==> src/rtl/lcgs_pkg.sv <==
// package: register map and field layout of the gate input select low block
package lcgs_pkg;
   // ==========================================================================
   // register map
   localparam logic [11:0] GATE_SEL_LOW_OFS   = 12'h000;
   localparam logic [11:0] GATE_OUT_STAT_OFS  = 12'h004;
   localparam logic [15:0] GATE_SEL_LOW_RST   = 16'h0000;
   localparam int          SEL_WIDTH          = 16;
   localparam int          NUM_SRC            = 4;
   // ==========================================================================
   // field positions: each gate owns one byte, two bits per source
   localparam int          GATE1_BASE         = 0;
   localparam int          GATE2_BASE         = 8;
   localparam int          INV_OFS            = 0;
   localparam int          TRUE_OFS           = 1;
   localparam int          BITS_PER_SRC       = 2;
   // ==========================================================================
   // status register layout
   localparam int          STAT_GATE1_BIT     = 0;
   localparam int          STAT_GATE2_BIT     = 1;
endpackage : lcgs_pkg

==> src/rtl/lcgs_gate_or.sv <==
// module: one gate combining its enabled true and inverted source terms
`timescale 1ns/1ps
module lcgs_gate_or #(
   parameter int NUM_SRC = 4
) (
   input  wire logic [NUM_SRC-1:0]   src_in,
   input  wire logic [2*NUM_SRC-1:0] en_in,
   output logic                      gate_out
);
   // ==========================================================================
   // term selection
   logic [2*NUM_SRC-1:0] terms;

   genvar i;
   generate
      for (i = 0; i < NUM_SRC; i++) begin : g_src
         // pair layout: odd bit true enable, even bit inverted enable
         assign terms[2*i+lcgs_pkg::TRUE_OFS] = en_in[2*i+lcgs_pkg::TRUE_OFS] & src_in[i];
         assign terms[2*i+lcgs_pkg::INV_OFS]  = en_in[2*i+lcgs_pkg::INV_OFS] & ~src_in[i];
      end
   endgenerate

   // no enabled term gives constant low
   assign gate_out = |terms;
endmodule : lcgs_gate_or

==> src/rtl/lcgs_top.sv <==
// module: gate 1 and 2 input enable matrix with apb register access
//
// Contract
// - bits 15,13,11,9 pass true source 4,3,2,1 into gate 2 when set
// - bits 14,12,10,8 pass inverted source 4,3,2,1 into gate 2 when set
// - bits 7,5,3,1 pass true source 4,3,2,1 into gate 1 when set
// - bits 6,4,2,0 pass inverted source 4,3,2,1 into gate 1 when set
// - all sixteen bits read/write and clear to zero at reset
//
// Implementation choices: register access over APB and the address map.
`timescale 1ns/1ps
module lcgs_top #(
   parameter int NUM_SRC = lcgs_pkg::NUM_SRC
) (
   input  wire logic               core_clk_in,
   input  wire logic               rst_n_in,
   input  wire logic               psel_in,
   input  wire logic               penable_in,
   input  wire logic               pwrite_in,
   input  wire logic [11:0]        paddr_in,
   input  wire logic [31:0]        pwdata_in,
   input  wire logic [3:0]         pstrb_in,
   output logic      [31:0]        prdata_out,
   output logic                    pready_out,
   output logic                    pslverr_out,
   input  wire logic [NUM_SRC-1:0] src_in,
   output logic                    gate1_out,
   output logic                    gate2_out
);
   // ==========================================================================
   // state
   typedef struct packed {
      logic [15:0] sel;
      logic [31:0] rdata;
      logic        err;
      logic        g1;
      logic        g2;
   } lcgs_state_s;

   lcgs_state_s state_reg;
   lcgs_state_s state_next;
   logic        g1_comb;
   logic        g2_comb;
   logic        access;
   logic        model_g1;
   logic        model_g2;

   // reset image of the whole state: select clear, so no source reaches a gate
   localparam lcgs_state_s STATE_RST = '{
      sel:   lcgs_pkg::GATE_SEL_LOW_RST,
      rdata: 32'h0000_0000,
      err:   1'b0,
      g1:    1'b0,
      g2:    1'b0
   };

   function automatic logic addr_known(input logic [11:0] a);
      return (a == lcgs_pkg::GATE_SEL_LOW_OFS) || (a == lcgs_pkg::GATE_OUT_STAT_OFS);
   endfunction : addr_known

   // ==========================================================================
   // gates
   lcgs_gate_or #(.NUM_SRC(NUM_SRC)) u_gate1 (
      .src_in   (src_in),
      .en_in    (state_reg.sel[lcgs_pkg::GATE1_BASE +: 2*NUM_SRC]),
      .gate_out (g1_comb)
   );
   lcgs_gate_or #(.NUM_SRC(NUM_SRC)) u_gate2 (
      .src_in   (src_in),
      .en_in    (state_reg.sel[lcgs_pkg::GATE2_BASE +: 2*NUM_SRC]),
      .gate_out (g2_comb)
   );

   // ==========================================================================
   // apb slave: zero wait, answer in the access cycle
   assign access      = psel_in & penable_in;
   assign pready_out  = 1'b1;
   assign prdata_out  = state_reg.rdata;
   assign pslverr_out = state_reg.err;
   assign gate1_out   = state_reg.g1;
   assign gate2_out   = state_reg.g2;

   always_comb begin
      state_next    = state_reg;
      state_next.g1 = g1_comb;
      state_next.g2 = g2_comb;
      // read data prepared in setup so it is registered at the access edge
      if (psel_in && !penable_in && !pwrite_in) begin
         state_next.rdata = 32'h0000_0000;
         state_next.err   = ~addr_known(paddr_in);
         if (paddr_in == lcgs_pkg::GATE_SEL_LOW_OFS) begin
            state_next.rdata[15:0] = state_reg.sel;
         end else if (paddr_in == lcgs_pkg::GATE_OUT_STAT_OFS) begin
            state_next.rdata[lcgs_pkg::STAT_GATE1_BIT] = state_reg.g1;
            state_next.rdata[lcgs_pkg::STAT_GATE2_BIT] = state_reg.g2;
         end
      end else if (psel_in && !penable_in) begin
         state_next.err = ~addr_known(paddr_in);
      end
      if (access && pwrite_in && paddr_in == lcgs_pkg::GATE_SEL_LOW_OFS) begin
         if (pstrb_in[0]) begin
            state_next.sel[7:0] = pwdata_in[7:0];
         end
         if (pstrb_in[1]) begin
            state_next.sel[15:8] = pwdata_in[15:8];
         end
      end
   end

   always_ff @(posedge core_clk_in or negedge rst_n_in) begin
      if (!rst_n_in) begin
         state_reg <= STATE_RST;
      end else begin
         state_reg <= state_next;
      end
   end

   // ==========================================================================
   // reference model for the checks
   // written apart from the gate submodule so a slip in either one shows up
   function automatic logic gate_model(
      input logic [2*lcgs_pkg::NUM_SRC-1:0] en,
      input logic [lcgs_pkg::NUM_SRC-1:0]   src
   );
      logic hit;
      hit = 1'b0;
      for (int k = 0; k < lcgs_pkg::NUM_SRC; k++) begin
         hit = hit | (en[lcgs_pkg::BITS_PER_SRC*k+lcgs_pkg::TRUE_OFS] & src[k]);
         hit = hit | (en[lcgs_pkg::BITS_PER_SRC*k+lcgs_pkg::INV_OFS] & ~src[k]);
      end
      return hit;
   endfunction : gate_model

   assign model_g1 = gate_model(state_reg.sel[lcgs_pkg::GATE1_BASE +: 2*NUM_SRC], src_in);
   assign model_g2 = gate_model(state_reg.sel[lcgs_pkg::GATE2_BASE +: 2*NUM_SRC], src_in);

   // ==========================================================================
   // assertions: register access
   a_reset_clear: assert property (
      @(posedge core_clk_in)
      $rose(rst_n_in) |-> state_reg.sel == lcgs_pkg::GATE_SEL_LOW_RST
   ) else $error("select not clear after reset");

   a_write_takes: assert property (
      @(posedge core_clk_in) disable iff (!rst_n_in)
      access && pwrite_in && paddr_in == lcgs_pkg::GATE_SEL_LOW_OFS && pstrb_in == 4'hF
      |=> state_reg.sel == $past(pwdata_in[15:0])
   ) else $error("write not stored");

   a_read_back: assert property (
      @(posedge core_clk_in) disable iff (!rst_n_in)
      access && !pwrite_in && paddr_in == lcgs_pkg::GATE_SEL_LOW_OFS
      |=> prdata_out == {16'h0000, $past(state_reg.sel)}
   ) else $error("read data wrong");

   a_read_upper_zero: assert property (
      @(posedge core_clk_in) disable iff (!rst_n_in)
      access && !pwrite_in
      |-> prdata_out[31:16] == 16'h0000
   ) else $error("upper read half not zero");

   a_low_lane_keep: assert property (
      @(posedge core_clk_in) disable iff (!rst_n_in)
      access && pwrite_in && paddr_in == lcgs_pkg::GATE_SEL_LOW_OFS && !pstrb_in[0]
      |=> state_reg.sel[7:0] == $past(state_reg.sel[7:0])
   ) else $error("gate1 byte changed without strobe");

   a_high_lane_keep: assert property (
      @(posedge core_clk_in) disable iff (!rst_n_in)
      access && pwrite_in && paddr_in == lcgs_pkg::GATE_SEL_LOW_OFS && !pstrb_in[1]
      |=> state_reg.sel[15:8] == $past(state_reg.sel[15:8])
   ) else $error("gate2 byte changed without strobe");

   a_other_write_keep: assert property (
      @(posedge core_clk_in) disable iff (!rst_n_in)
      access && pwrite_in && paddr_in != lcgs_pkg::GATE_SEL_LOW_OFS
      |=> $stable(state_reg.sel)
   ) else $error("select changed by another address");

   // ==========================================================================
   // assertions: gate terms
   a_gate2_true: assert property (
      @(posedge core_clk_in) disable iff (!rst_n_in)
      state_reg.sel[15] && src_in[3]
      |=> gate2_out
   ) else $error("gate2 true src4 missing");

   a_gate2_inv: assert property (
      @(posedge core_clk_in) disable iff (!rst_n_in)
      state_reg.sel[8] && !src_in[0]
      |=> gate2_out
   ) else $error("gate2 inv src1 missing");

   a_gate1_true: assert property (
      @(posedge core_clk_in) disable iff (!rst_n_in)
      state_reg.sel[1] && src_in[0]
      |=> gate1_out
   ) else $error("gate1 true src1 missing");

   a_gate1_inv: assert property (
      @(posedge core_clk_in) disable iff (!rst_n_in)
      state_reg.sel[6] && !src_in[3]
      |=> gate1_out
   ) else $error("gate1 inv src4 missing");

   a_gate_idle_low: assert property (
      @(posedge core_clk_in) disable iff (!rst_n_in)
      state_reg.sel[7:0] == 8'h00
      |=> !gate1_out
   ) else $error("gate1 high with no term");

   a_gate2_idle_low: assert property (
      @(posedge core_clk_in) disable iff (!rst_n_in)
      state_reg.sel[15:8] == 8'h00
      |=> !gate2_out
   ) else $error("gate2 high with no term");

   // full truth table, so a stray extra term is caught too
   a_gate1_model: assert property (
      @(posedge core_clk_in) disable iff (!rst_n_in)
      1'b1
      |=> gate1_out == $past(model_g1)
   ) else $error("gate1 differs from model");

   a_gate2_model: assert property (
      @(posedge core_clk_in) disable iff (!rst_n_in)
      1'b1
      |=> gate2_out == $past(model_g2)
   ) else $error("gate2 differs from model");

   // ==========================================================================
   // covers
   c_write_sel: cover property (
      @(posedge core_clk_in) access && pwrite_in && paddr_in == lcgs_pkg::GATE_SEL_LOW_OFS
   );
   c_read_stat: cover property (
      @(posedge core_clk_in) access && !pwrite_in && paddr_in == lcgs_pkg::GATE_OUT_STAT_OFS
   );
   c_bad_addr: cover property (
      @(posedge core_clk_in) access && pslverr_out
   );
   c_both_high: cover property (
      @(posedge core_clk_in) gate1_out && gate2_out
   );
   c_part_strobe: cover property (
      @(posedge core_clk_in) access && pwrite_in && pstrb_in[1:0] == 2'b01
   );
endmodule : lcgs_top

==> config.mk <==
export PLATFORM = sky130hd
export DESIGN_NAME = lcgs_top
export DESIGN_NICKNAME = d
export VERILOG_FILES = /design/src/rtl/lcgs_pkg.sv /design/src/rtl/lcgs_gate_or.sv /design/src/rtl/lcgs_top.sv
export SDC_FILE = /design/constraint.sdc
export NUM_CORES = 1
export LEC_CHECK = 0
export BUFFER_PORTS_ARGS = -buffer_cell sky130_fd_sc_hd__buf_2
export CAP_MARGIN = 20
export CORE_UTILIZATION = 45
export DETAILED_ROUTE_END_ITERATION = 7
export HOLD_SLACK_MARGIN = 0.03
export PLACE_DENSITY = 0.76
export SLEW_MARGIN = 5
export SYNTH_ARGS = -nofsm -noshare
export SYNTH_HDL_FRONTEND = slang
export SYNTH_HIERARCHICAL = 1
export SYNTH_SLANG_ARGS = --single-unit
==> constraint.sdc <==
create_clock -name core_clk_in -period 1 [get_ports core_clk_in]
set_input_delay 0.1 -clock core_clk_in [delete_from_list [all_inputs] [get_ports core_clk_in]]
set_output_delay 0.1 -clock core_clk_in [all_outputs]
set_load 0.01 [all_outputs]
==> results.sh, run 1 <==
export IMPL_yosys_warnings=6
export IMPL_netlist_area_mm2=0.00178
export IMPL_grt_pass1_wl_um=5260
export IMPL_finalSetupViolCount=33
export IMPL_clkTransAtPathRegs_ns=0.07
export IMPL_grt_use_met2_pct=26.2
export IMPL_rsz0062_at_grt="yes"
export IMPL_wl_per_cell_um=12.8
export IMPL_synth_seq_area_share_pct=49.3
export IMPL_synthMuxAreaShare_pct=16.4
export IMPL_drc_errors=0
export IMPL_cp_cell_sequence="buf_6, or4_4, buf_4, nor4_4, buf_6, mux2_4"
export IMPL_hold_path_class="in -> reg"
export IMPL_finalMaxSlewViolations=0
export IMPL_status="finished with violations"
export IMPL_dp_cells=252
export IMPL_synth_compound_area_share_pct=4.79
export IMPL_power_mw=2.76
export IMPL_area_growth_pct=24.9
export IMPL_p_leak_nw=1.15
export IMPL_first_global_vias=1134
export IMPL_crit_type="in -> reg"
export IMPL_die_area_mm2=0.00421
export IMPL_io_pins=93
export IMPL_antenna_found_initial=0
export IMPL_end_kind="flop"
export IMPL_ys_types=16
export IMPL_ir_drop_uv=853
export IMPL_hold_viol_final=0
export IMPL_avgSynthCellArea_um2=11.0
export IMPL_crit_buf_inv=3
export IMPL_core_area_mm2=0.00372
export IMPL_start_util_pct=47.8
export IMPL_synthCells=162
export IMPL_vias=1261
export IMPL_wirelength_um=3370
export IMPL_drv_cap=0
export IMPL_insertion_delay_ns=0.28
export IMPL_cts_made_buffers=5
export IMPL_met3_usage_pct=5.28
export IMPL_cp_data_required_time_ns=1.17
export IMPL_crit_top_cell="buf_6"
export IMPL_drive_gt1_share_pct=47.0
export IMPL_place_area_mm2=0.00199
export IMPL_fin_area_mm2=0.00222
export IMPL_cts_buffer_depth=2
export IMPL_fin_crit_ns=1.39
export IMPL_grtUsageTotal_pct=16.8
export IMPL_n_fill_cell=317
export IMPL_busiest_layer="met2"
export IMPL_p_per_area_mw_per_mm2=1240
export IMPL_max_stage_delay_ns=0.56
export IMPL_chipHeight_um=64.9
export IMPL_synth_simple_gate_area_share_pct=14.4
export IMPL_period_share_pct=139
export IMPL_via_per_inst=4.79
export IMPL_worst_path_max_fanout=8
export IMPL_cp_slowest_cell="or4_4"
export IMPL_overflow=0
export IMPL_cp_arrival_ns=1.56
export IMPL_dieWidth_um=64.9
export IMPL_dpl_hpwl_um=2540
export IMPL_port_buffers=57
export IMPL_drt_iter0_drc=15
export IMPL_fmax_mhz=718
export IMPL_fin_skew_ns=0.00471
export IMPL_ys_ff_latch=35
export IMPL_violations="setup timing"
export IMPL_synthAdderAreaFrac_pct=0
export IMPL_worst_slack_ns=-0.393
export IMPL_cts_sinks=35
export IMPL_cts_root_buf="clkbuf_8"
export IMPL_tritoncts="yes"
export IMPL_layout_nets=271
export IMPL_start_kind="input port"
export IMPL_critPathTopFamily="simple AND/OR/NAND/NOR gates"
export IMPL_synth_xor_xnor_area_share_pct=0
export IMPL_htree_levels=2
export IMPL_gp_congestion=0.764
export IMPL_synth_top_family_by_area="multiplexers"
export IMPL_grt_max_degree=21
export IMPL_drtAntennaViolNets=0
export IMPL_diodes=0
export IMPL_rows=22
export IMPL_use_met1_pct=21.9
export IMPL_drtPass1Iterations=4
export IMPL_instances_no_fill=263
layout by cell type, fill, tap and decap left out:
master,synthesis,routed
buf_2,0,54
dlygate4sd3_1,0,1
nand4_1,4,4
dfrtp_1,35,35
o21ai_1,0,14
mux2i_1,10,10
or3_1,3,1
conb_1,2,17
mux2_4,0,17
clkinvlp_4,0,1
clkbuf_8,0,7
nor4_4,2,2
o31ai_2,0,2
buf_12,0,1
nand2_1,30,30
nor2b_1,1,1
or3_4,0,2
or4_4,3,3
buf_6,0,5
or3b_2,1,1
nor3b_1,1,1
buf_4,33,6
power by group:
part / total, mW / switching, mW / internal (mW) / leakage, nW
clock: 1.12 / 0.491 / 0.626 / 0.0505
sequential: 1.42 / 0.000580 / 1.42 / 0.484
combinational: 0.222 / 0.120 / 0.103 / 0.612
total: 2.76 / 0.612 / 2.14 / 1.15
synthesized netlist by cell type:
library cell   n  area, um^2
buf_4         33         248
clkbuf_1       4        15.0
conb_1         2        7.51
dfrtp_1       35         876
mux2_2        17         191
mux2i_1       10         100
nand2_1       30         113
nand4_1        4        25.0
nor2b_1        1        6.26
nor3b_1        1        7.51
nor4_4         2        42.5
o21ai_0       14        70.1
o31ai_1        2        15.0
or3_1          3        18.8
or3b_2         1        8.76
or4_4          3        33.8
final timing paths:
kind	start	endpoint	slack (ns)	depth (start not counted)
min in group asynchronous	rst_n_in	prdata_out[7]$_DFFE_PN0P_	0.28	2
max	paddr_in[2]	state_reg[43]$_DFFE_PN0P_	-0.39	6
min reg2reg	prdata_out[11]$_DFFE_PN0P_	prdata_out[11]$_DFFE_PN0P_	0.48	2
max in group asynchronous	rst_n_in	state_reg[46]$_DFFE_PN0P_	0.29	3
max reg2reg	state_reg[49]$_DFFE_PN0P_	state_reg[49]$_DFFE_PN0P_	0.19	1
min	pwdata_in[15]	state_reg[50]$_DFFE_PN0P_	0.04	2
logic make-up after synthesis:
kind of cell    after synthesis
compound gates               16
buf+inv                      37
flops                        35
mux                          27
other cells                   2
simple gates                 45
repair_timing:
| item | in CTS | in global routing |
|---|---|---|
| endpoints found under the setup margin | 33 | 33 |
| hold endpoints to repair | 27 | 0 |
| gates resized for setup | 14 | 25 |
| pin swaps | 3 | 2 |
| hold buffers | 1 | 0 |
| setup buffers | 0 | 2 |
routing by layer:
| metal | part of all wire (%) | up-vias | routed length, um |
|---|---|---|---|
| li1 | - | 609 | - |
| met1 | 44 | 601 | 1470 |
| met2 | 49 | 46 | 1640 |
| met3 | 6.3 | 5 | 211 |
| met4 | 1.4 | 0 | 48 |
| met5 | 0 | - | 0 |
stage by stage:
step                setup WS, ns  setup TNS (ns)  hold WS (ns)  util, %
floorplan                 -0.650          -17.60        -0.196        -
global placement          -0.716          -21.90        0.0353     53.5
detailed placement        -0.742          -22.42        0.0342     53.5
CTS                       -0.386          -11.65        0.0341     58.0
global route              -0.415          -10.11        0.0353     59.8
finish                    -0.393           -9.25        0.0430     59.8
cell type report:
type	instances	area, um^2	area share, %
flip-flops and latches	35	876	39.4
multi-input cells	105	779	35.1
repair buffers	67	402	18.1
clock buffers	7	96.3	4.34
well taps	48	60.1	2.70
clock inverters	1	7.51	0.338
(Power assumes the default switching activity.)
==> run 2: changes to the inputs <==
CORE_UTILIZATION = 44   (was 45)
PLACE_DENSITY = 0.75   (was 0.76)
SYNTH_HIERARCHICAL = not set   (was 1)
==> run 2 against run 1 <==
  * Clock power is essentially flat
  * Highest routed layer unchanged
  * Setup slack lost 0.00054 ns
  * The flow still finishes with violations (setup timing)
  * First-iteration DRC count rose by 80%
  * Wire length rose by 4.7%
  * Final cell count fell by 11%
  * Clock skew is 0.0012 ns lower
  * Count of clock-buffer cells in the layout is the same
  * Critical endpoint is now state_reg[45]$_DFFE_PN0P_
==> results.sh, run 2 <==
export IMPL_status="finished with violations"
export IMPL_ys_ff_latch=35
export IMPL_pwr_share_seq_pct=51.5
export IMPL_via_per_inst=4.97
export IMPL_io_pins=93
export IMPL_avgSynthCellArea_um2=13.0
export IMPL_ir_drop_uv=940
export IMPL_synth_ff_type="dfrtp_1"
export IMPL_htree_levels=2
export IMPL_yosys_warnings=0
export IMPL_wirelength_um=3530
export IMPL_n_fill_cell=323
export IMPL_port_buffers=57
export IMPL_crit_top_cell="buf_6"
export IMPL_netlist_area_mm2=0.00172
export IMPL_violations="setup timing"
export IMPL_synth_edf_count=0
export IMPL_synth_top_area_share_pct=51.0
export IMPL_cp_arrival_ns=1.56
export IMPL_grt_max_degree=36
export IMPL_grt_pass1_wl_um=5260
export IMPL_wl_per_cell_um=15.0
export IMPL_crit_type="in -> reg"
export IMPL_combPwrFrac_pct=8.0
export IMPL_switching_share_pct=22.1
export IMPL_clkTransAtPathRegs_ns=0.06
export IMPL_dpl_hpwl_um=2450
export IMPL_worst_path_max_fanout=8
export IMPL_mostFrequentLayoutCells="buf_2 (53), dfrtp_1 (35), conb_1 (17)"
export IMPL_die_area_mm2=0.00416
export IMPL_overflow=0
export IMPL_vias=1167
export IMPL_start_util_pct=46.2
export IMPL_hold_path_class="in -> reg"
export IMPL_mostFrequentLayoutCell="buf_2"
export IMPL_p_leak_nw=1.18
export IMPL_insertion_delay_ns=0.29
export IMPL_tritoncts="yes"
export IMPL_internal_power_mw=2.14
export IMPL_area_growth_pct=26.9
export IMPL_synth_most_common_cell="dfrtp_1"
export IMPL_cts_root_buf="clkbuf_8"
export IMPL_core_area_mm2=0.00372
export IMPL_clockPowerShare_pct=40.5
export IMPL_end_kind="flop"
export IMPL_cp_slowest_cell="or4_4"
export IMPL_synth_simple_gate_area_share_pct=8.45
export IMPL_p_switching_mw=0.609
export IMPL_worst_slack_ns=-0.393
export IMPL_hold_viol_final=0
export IMPL_fin_skew_ns=0.00347
export IMPL_chipHeight_um=64.5
export IMPL_drive_gt1_share_pct=52.9
export IMPL_synth_top_family_by_area="multiplexers"
export IMPL_drc_errors=0
export IMPL_cp_cell_sequence="buf_6, or4_4, nor4_4, buf_6, mux2_4"
export IMPL_cts_made_buffers=5
export IMPL_grtUsageTotal_pct=17.2
export IMPL_synthMuxAreaShare_pct=17.0
export IMPL_dieWidth_um=64.5
export IMPL_r2r_slack_ns=0.20
export IMPL_antenna_found_initial=0
export IMPL_synthAdderAreaFrac_pct=0
export IMPL_rows=22
export IMPL_critPathTopFamily="simple AND/OR/NAND/NOR gates"
export IMPL_drtAntennaViolNets=0
export IMPL_finalMaxSlewViolations=0
export IMPL_layout_nets=243
export IMPL_dp_slack_ns=-0.753
export IMPL_start_kind="input port"
export IMPL_period_share_pct=139
export IMPL_ys_types=19
export IMPL_p_per_area_mw_per_mm2=1260
export IMPL_cts_buffer_depth=2
export IMPL_gp_congestion=0.730
export IMPL_synth_xor_xnor_area_share_pct=0
export IMPL_drt_iter0_drc=27
export IMPL_rsz0062_at_grt="yes"
export IMPL_diodes=0
export IMPL_drtPass1Iterations=2
export IMPL_fin_crit_ns=1.39
export IMPL_synthCells=132
export IMPL_synthTopCellsByArea="dfrtp_1 (51%), buf_4 (14%), mux2_2 (9.8%), a22o_1 (7.1%), mux2i_1 (5.8%)"
export IMPL_synth_compound_area_share_pct=8.01
export IMPL_synth_common_cells="dfrtp_1 (35), buf_4 (33), mux2_2 (15), a22o_1 (14), mux2i_1 (10)"
export IMPL_ys_async_sr_fraction_pct=100
export IMPL_fmax_mhz=718
export IMPL_tns_ns=-12.10
export IMPL_drv_cap=0
export IMPL_max_stage_delay_ns=0.58
export IMPL_crit_buf_inv=2
export IMPL_cts_sinks=35
export IMPL_synth_seq_area_share_pct=51.0
export IMPL_first_global_vias=1150
export IMPL_post_synth_top_area_cell="dfrtp_1"
export IMPL_finalSetupViolCount=33
export IMPL_cp_data_required_time_ns=1.17
==> run 2: cell count changes after synthesis, sizes merged <==
| cell | before | now |
|---|---|---|
| or3 | 3 | 2 |
| nor4 | 2 | 3 |
| o21ai | 14 | 0 |
| a22o | 0 | 14 |
| buf | 33 | 34 |
| nor3b | 1 | 0 |
| clkbuf | 4 | 2 |
| nand2 | 30 | 2 |
==> run 2: timing repair <==
item                       in CTS  in global routing
setup endpoints to repair      33                 33
gates resized for setup        16                 14
setup buffers                   0                  1
gates cloned                    0                  1
hold endpoints to repair       35                  1
pin swaps                       4                  4
hold buffers                    1                  1
==> run 2: power groups by stage <==
stage                     combinational [mW]  clock (mW)  sequential [mW]
after floorplan                        0.112           0             1.44
after global placement                 0.194           0             1.44
after detailed placement               0.199           0             1.44
after CTS                              0.210        1.14             1.42
after global routing                   0.242        1.23             1.42
final                                  0.221        1.11             1.42
==> run 2: cells by family (layout without fill, tap and decap cells) <==
group / after synthesis / after routing
AOI/OAI and AO/OA: 16 / 16
buffers and inverters: 36 / 76
other: 2 / 17
DFF: 35 / 35
and+or+nand+nor: 16 / 16
muxes: 27 / 27
==> run 2: final timing paths <==
path	end	start	cells past startpoint
min reg2reg	prdata_out[4]$_DFFE_PN0P_	prdata_out[4]$_DFFE_PN0P_	1
min	state_reg[43]$_DFFE_PN0P_	pwdata_in[8]	2
min in group asynchronous	prdata_out[10]$_DFFE_PN0P_	rst_n_in	3
max in group asynchronous	prdata_out[4]$_DFFE_PN0P_	rst_n_in	3
max reg2reg	state_reg[42]$_DFFE_PN0P_	state_reg[42]$_DFFE_PN0P_	1
max	state_reg[45]$_DFFE_PN0P_	paddr_in[11]	5
==> run 2: layout make-up <==
cell class | instances | area (um^2) | area share (%)
clock buffer | 7 | 96.3 | 4.42
clock inverter | 1 | 7.51 | 0.344
timing repair buffer | 68 | 425 | 19.5
sequential | 35 | 876 | 40.2
multi-input combinational | 76 | 716 | 32.8
tap | 48 | 60.1 | 2.75
==> run 2: stage by stage <==
stage	std cells	area (um^2)	hold WS, ns	util (%)	total power [mW]
final	235	2180	0.0447	58.7	2.75
after global routing	235	2180	0.0343	58.7	2.89
after CTS	232	2110	0.0320	56.7	2.77
after detailed placement	223	1930	0.0797	51.9	1.64
after global placement	223	1930	0.0652	51.9	1.64
after floorplan	147	1780	-0.196	-	1.56
==> run 2: routing by layer <==
metal | GRT usage, % | routed length, um
met5 | 0 | 0
met1 | 20.7 | 1560
met2 | 29.5 | 1720
met3 | 5.11 | 217
met4 | 5.56 | 36
==> run 3: changes to the inputs <==
PLACE_DENSITY = 0.78   (was 0.75)
SLEW_MARGIN = not set   (was 5)
==> run 3 against run 2 <==
  * The flow still finishes with violations (setup timing)
  * Design area decreased by 0.86%
  * Core utilization fell by 0.51 points
  * Die area stayed put
  * Setup slack improved by 0.0020 ns
  * Combinational power about the same
  * First-iteration DRC count increased by 37%
  * Power fell by 4.7%
  * Clock power fell by 11%
  * Largest cell class unchanged
  * Count of clock-buffer cells in the layout is 1 lower
  * Hold slack worse by 0.0013 ns
  * Critical path type unchanged
  * Register-to-register slack got worse by 0.02 ns
==> results.sh, run 3 (synthesis results as in run 2) <==
export IMPL_crit_type="in -> reg"
export IMPL_via_per_inst=4.85
export IMPL_grt_max_degree=36
export IMPL_p_leak_nw=1.18
export IMPL_grt_pass1_wl_um=5460
export IMPL_htree_levels=2
export IMPL_fmax_mhz=719
export IMPL_drtAntennaViolNets=0
export IMPL_hold_path_class="in -> reg"
export IMPL_worst_slack_ns=-0.391
export IMPL_cts_root_buf="clkbuf_8"
export IMPL_cts_sinks=35
export IMPL_fin_crit_ns=1.39
export IMPL_port_buffers=57
export IMPL_p_switching_mw=0.621
export IMPL_clkTransAtPathRegs_ns=0.07
export IMPL_drive_gt1_share_pct=53.7
export IMPL_fin_skew_ns=0.00410
export IMPL_p_per_area_mw_per_mm2=1210
export IMPL_drtPass1Iterations=4
export IMPL_violations="setup timing"
export IMPL_grtUsageTotal_pct=17.8
export IMPL_cts_made_buffers=5
export IMPL_grt_use_met2_pct=27.2
export IMPL_combPwrFrac_pct=8.4
export IMPL_tritoncts="yes"
export IMPL_dp_slack_ns=-0.753
export IMPL_core_area_mm2=0.00372
export IMPL_die_area_mm2=0.00416
export IMPL_overflow=0
export IMPL_insertion_delay_ns=0.28
export IMPL_antenna_found_initial=0
export IMPL_area_growth_pct=25.9
export IMPL_finalSetupViolCount=33
export IMPL_period_share_pct=139
export IMPL_vias=1145
export IMPL_cp_arrival_ns=1.56
export IMPL_drt_iter0_drc=37
export IMPL_internal_power_mw=2.00
export IMPL_mostFrequentLayoutCells="buf_2 (54), dfrtp_1 (35), conb_1 (17)"
export IMPL_hold_viol_final=0
export IMPL_rows=22
export IMPL_ir_drop_uv=920
export IMPL_wl_per_cell_um=14.4
export IMPL_rsz0062_at_grt="yes"
export IMPL_mostFrequentLayoutCell="buf_2"
export IMPL_met3_usage_pct=5.28
export IMPL_worst_path_max_fanout=8
export IMPL_finalMaxSlewViolations=0
export IMPL_cp_data_required_time_ns=1.17
export IMPL_io_pins=93
export IMPL_status="finished with violations"
export IMPL_first_global_vias=1145
export IMPL_drv_cap=0
export IMPL_start_util_pct=46.2
export IMPL_chipHeight_um=64.5
export IMPL_dp_cells=225
export IMPL_dieWidth_um=64.5
export IMPL_wirelength_um=3390
export IMPL_start_kind="input port"
export IMPL_drc_errors=0
export IMPL_gp_congestion=0.755
export IMPL_pwr_share_seq_pct=54.0
export IMPL_clockPowerShare_pct=37.6
export IMPL_dpl_hpwl_um=2390
export IMPL_diodes=0
export IMPL_busiest_layer="met2"
export IMPL_layout_nets=244
export IMPL_switching_share_pct=23.7
export IMPL_cts_buffer_depth=2
export IMPL_instances_no_fill=236
export IMPL_use_met1_pct=24.1
export IMPL_end_kind="flop"
==> run 3: cell count changes in the layout (fill, tap and decap cells not counted) <==
| cell | before | now |
|---|---|---|
| dlygate4sd3_1 | 2 | 1 |
| clkinv_2 | 0 | 1 |
| buf_2 | 53 | 54 |
| or3_1 | 2 | 1 |
| or3_4 | 0 | 1 |
| buf_6 | 8 | 6 |
| clkbuf_1 | 0 | 1 |
| buf_4 | 4 | 7 |
| clkbuf_8 | 7 | 5 |
==> run 3: power by group through the flow <==
stage / clock (mW) / sequential, mW / combinational (mW)
2_1_floorplan: 0 / 1.44 / 0.112
3_3_place_gp: 0 / 1.44 / 0.202
3_5_place_dp: 0 / 1.44 / 0.203
4_1_cts: 0.999 / 1.42 / 0.216
5_1_grt: 1.07 / 1.42 / 0.244
6_report: 0.987 / 1.42 / 0.221
==> run 3: final timing paths <==
kind / startpoint / to / slack [ns] / cells past startpoint
max: paddr_in[9] / state_reg[45]$_DFFE_PN0P_ / -0.39 / 5
min in group asynchronous: rst_n_in / prdata_out[9]$_DFFE_PN0P_ / 0.31 / 3
max in group asynchronous: rst_n_in / prdata_out[3]$_DFFE_PN0P_ / 0.52 / 3
min reg2reg: prdata_out[0]$_DFFE_PN0P_ / prdata_out[0]$_DFFE_PN0P_ / 0.48 / 2
max reg2reg: gate1_out$_DFF_PN0_ / prdata_out[0]$_DFFE_PN0P_ / 0.18 / 2
min: pwdata_in[9] / state_reg[44]$_DFFE_PN0P_ / 0.04 / 2
==> run 3: stage by stage <==
step | util [%] | power (mW) | hold slack, ns | cell area [um^2] | setup TNS, ns
3_5_place_dp | 52.3 | 1.65 | 0.0746 | 1940 | -22.97
2_1_floorplan | - | 1.56 | -0.196 | 1780 | -18.44
4_1_cts | 57.9 | 2.63 | 0.0385 | 2150 | -10.49
6_report | 58.2 | 2.62 | 0.0434 | 2160 | -9.98
3_3_place_gp | 52.3 | 1.65 | 0.0712 | 1940 | -22.20
5_1_grt | 58.2 | 2.73 | 0.0303 | 2160 | -10.90
==> run 3: repair_timing <==
action / in CTS / in global routing
endpoints found under the setup margin: 33 / 33
buffers inserted: 1 / 1
hold buffers: 1 / 0
endpoints found under the hold margin: 35 / 0
gates cloned: 1 / 0
resized for setup: 26 / 3
pin swaps: 9 / 4
==> run 3: cell type report <==
type / instances / area [um^2]
repair buffers: 69 / 420
fillers: 308 / 1550
well taps: 48 / 60.1
flip-flops and latches: 35 / 876
multi-input cells: 76 / 721
clock inverters: 2 / 12.5
clock buffers: 6 / 72.6
==> run 3: per-layer routing <==
metal  vias to the layer above  part of all wire, %
met2                        46                   47
met5                         -                    0
met4                         0                 0.80
met3                         5                  5.6
li1                        538                    -
met1                       556                   46
==> run 3: critical path, cell delays in order <==
cell and delay, ns:
buf_6 0.09, or4_4 0.58, nor4_4 0.29, buf_6 0.19, mux2_4 0.31
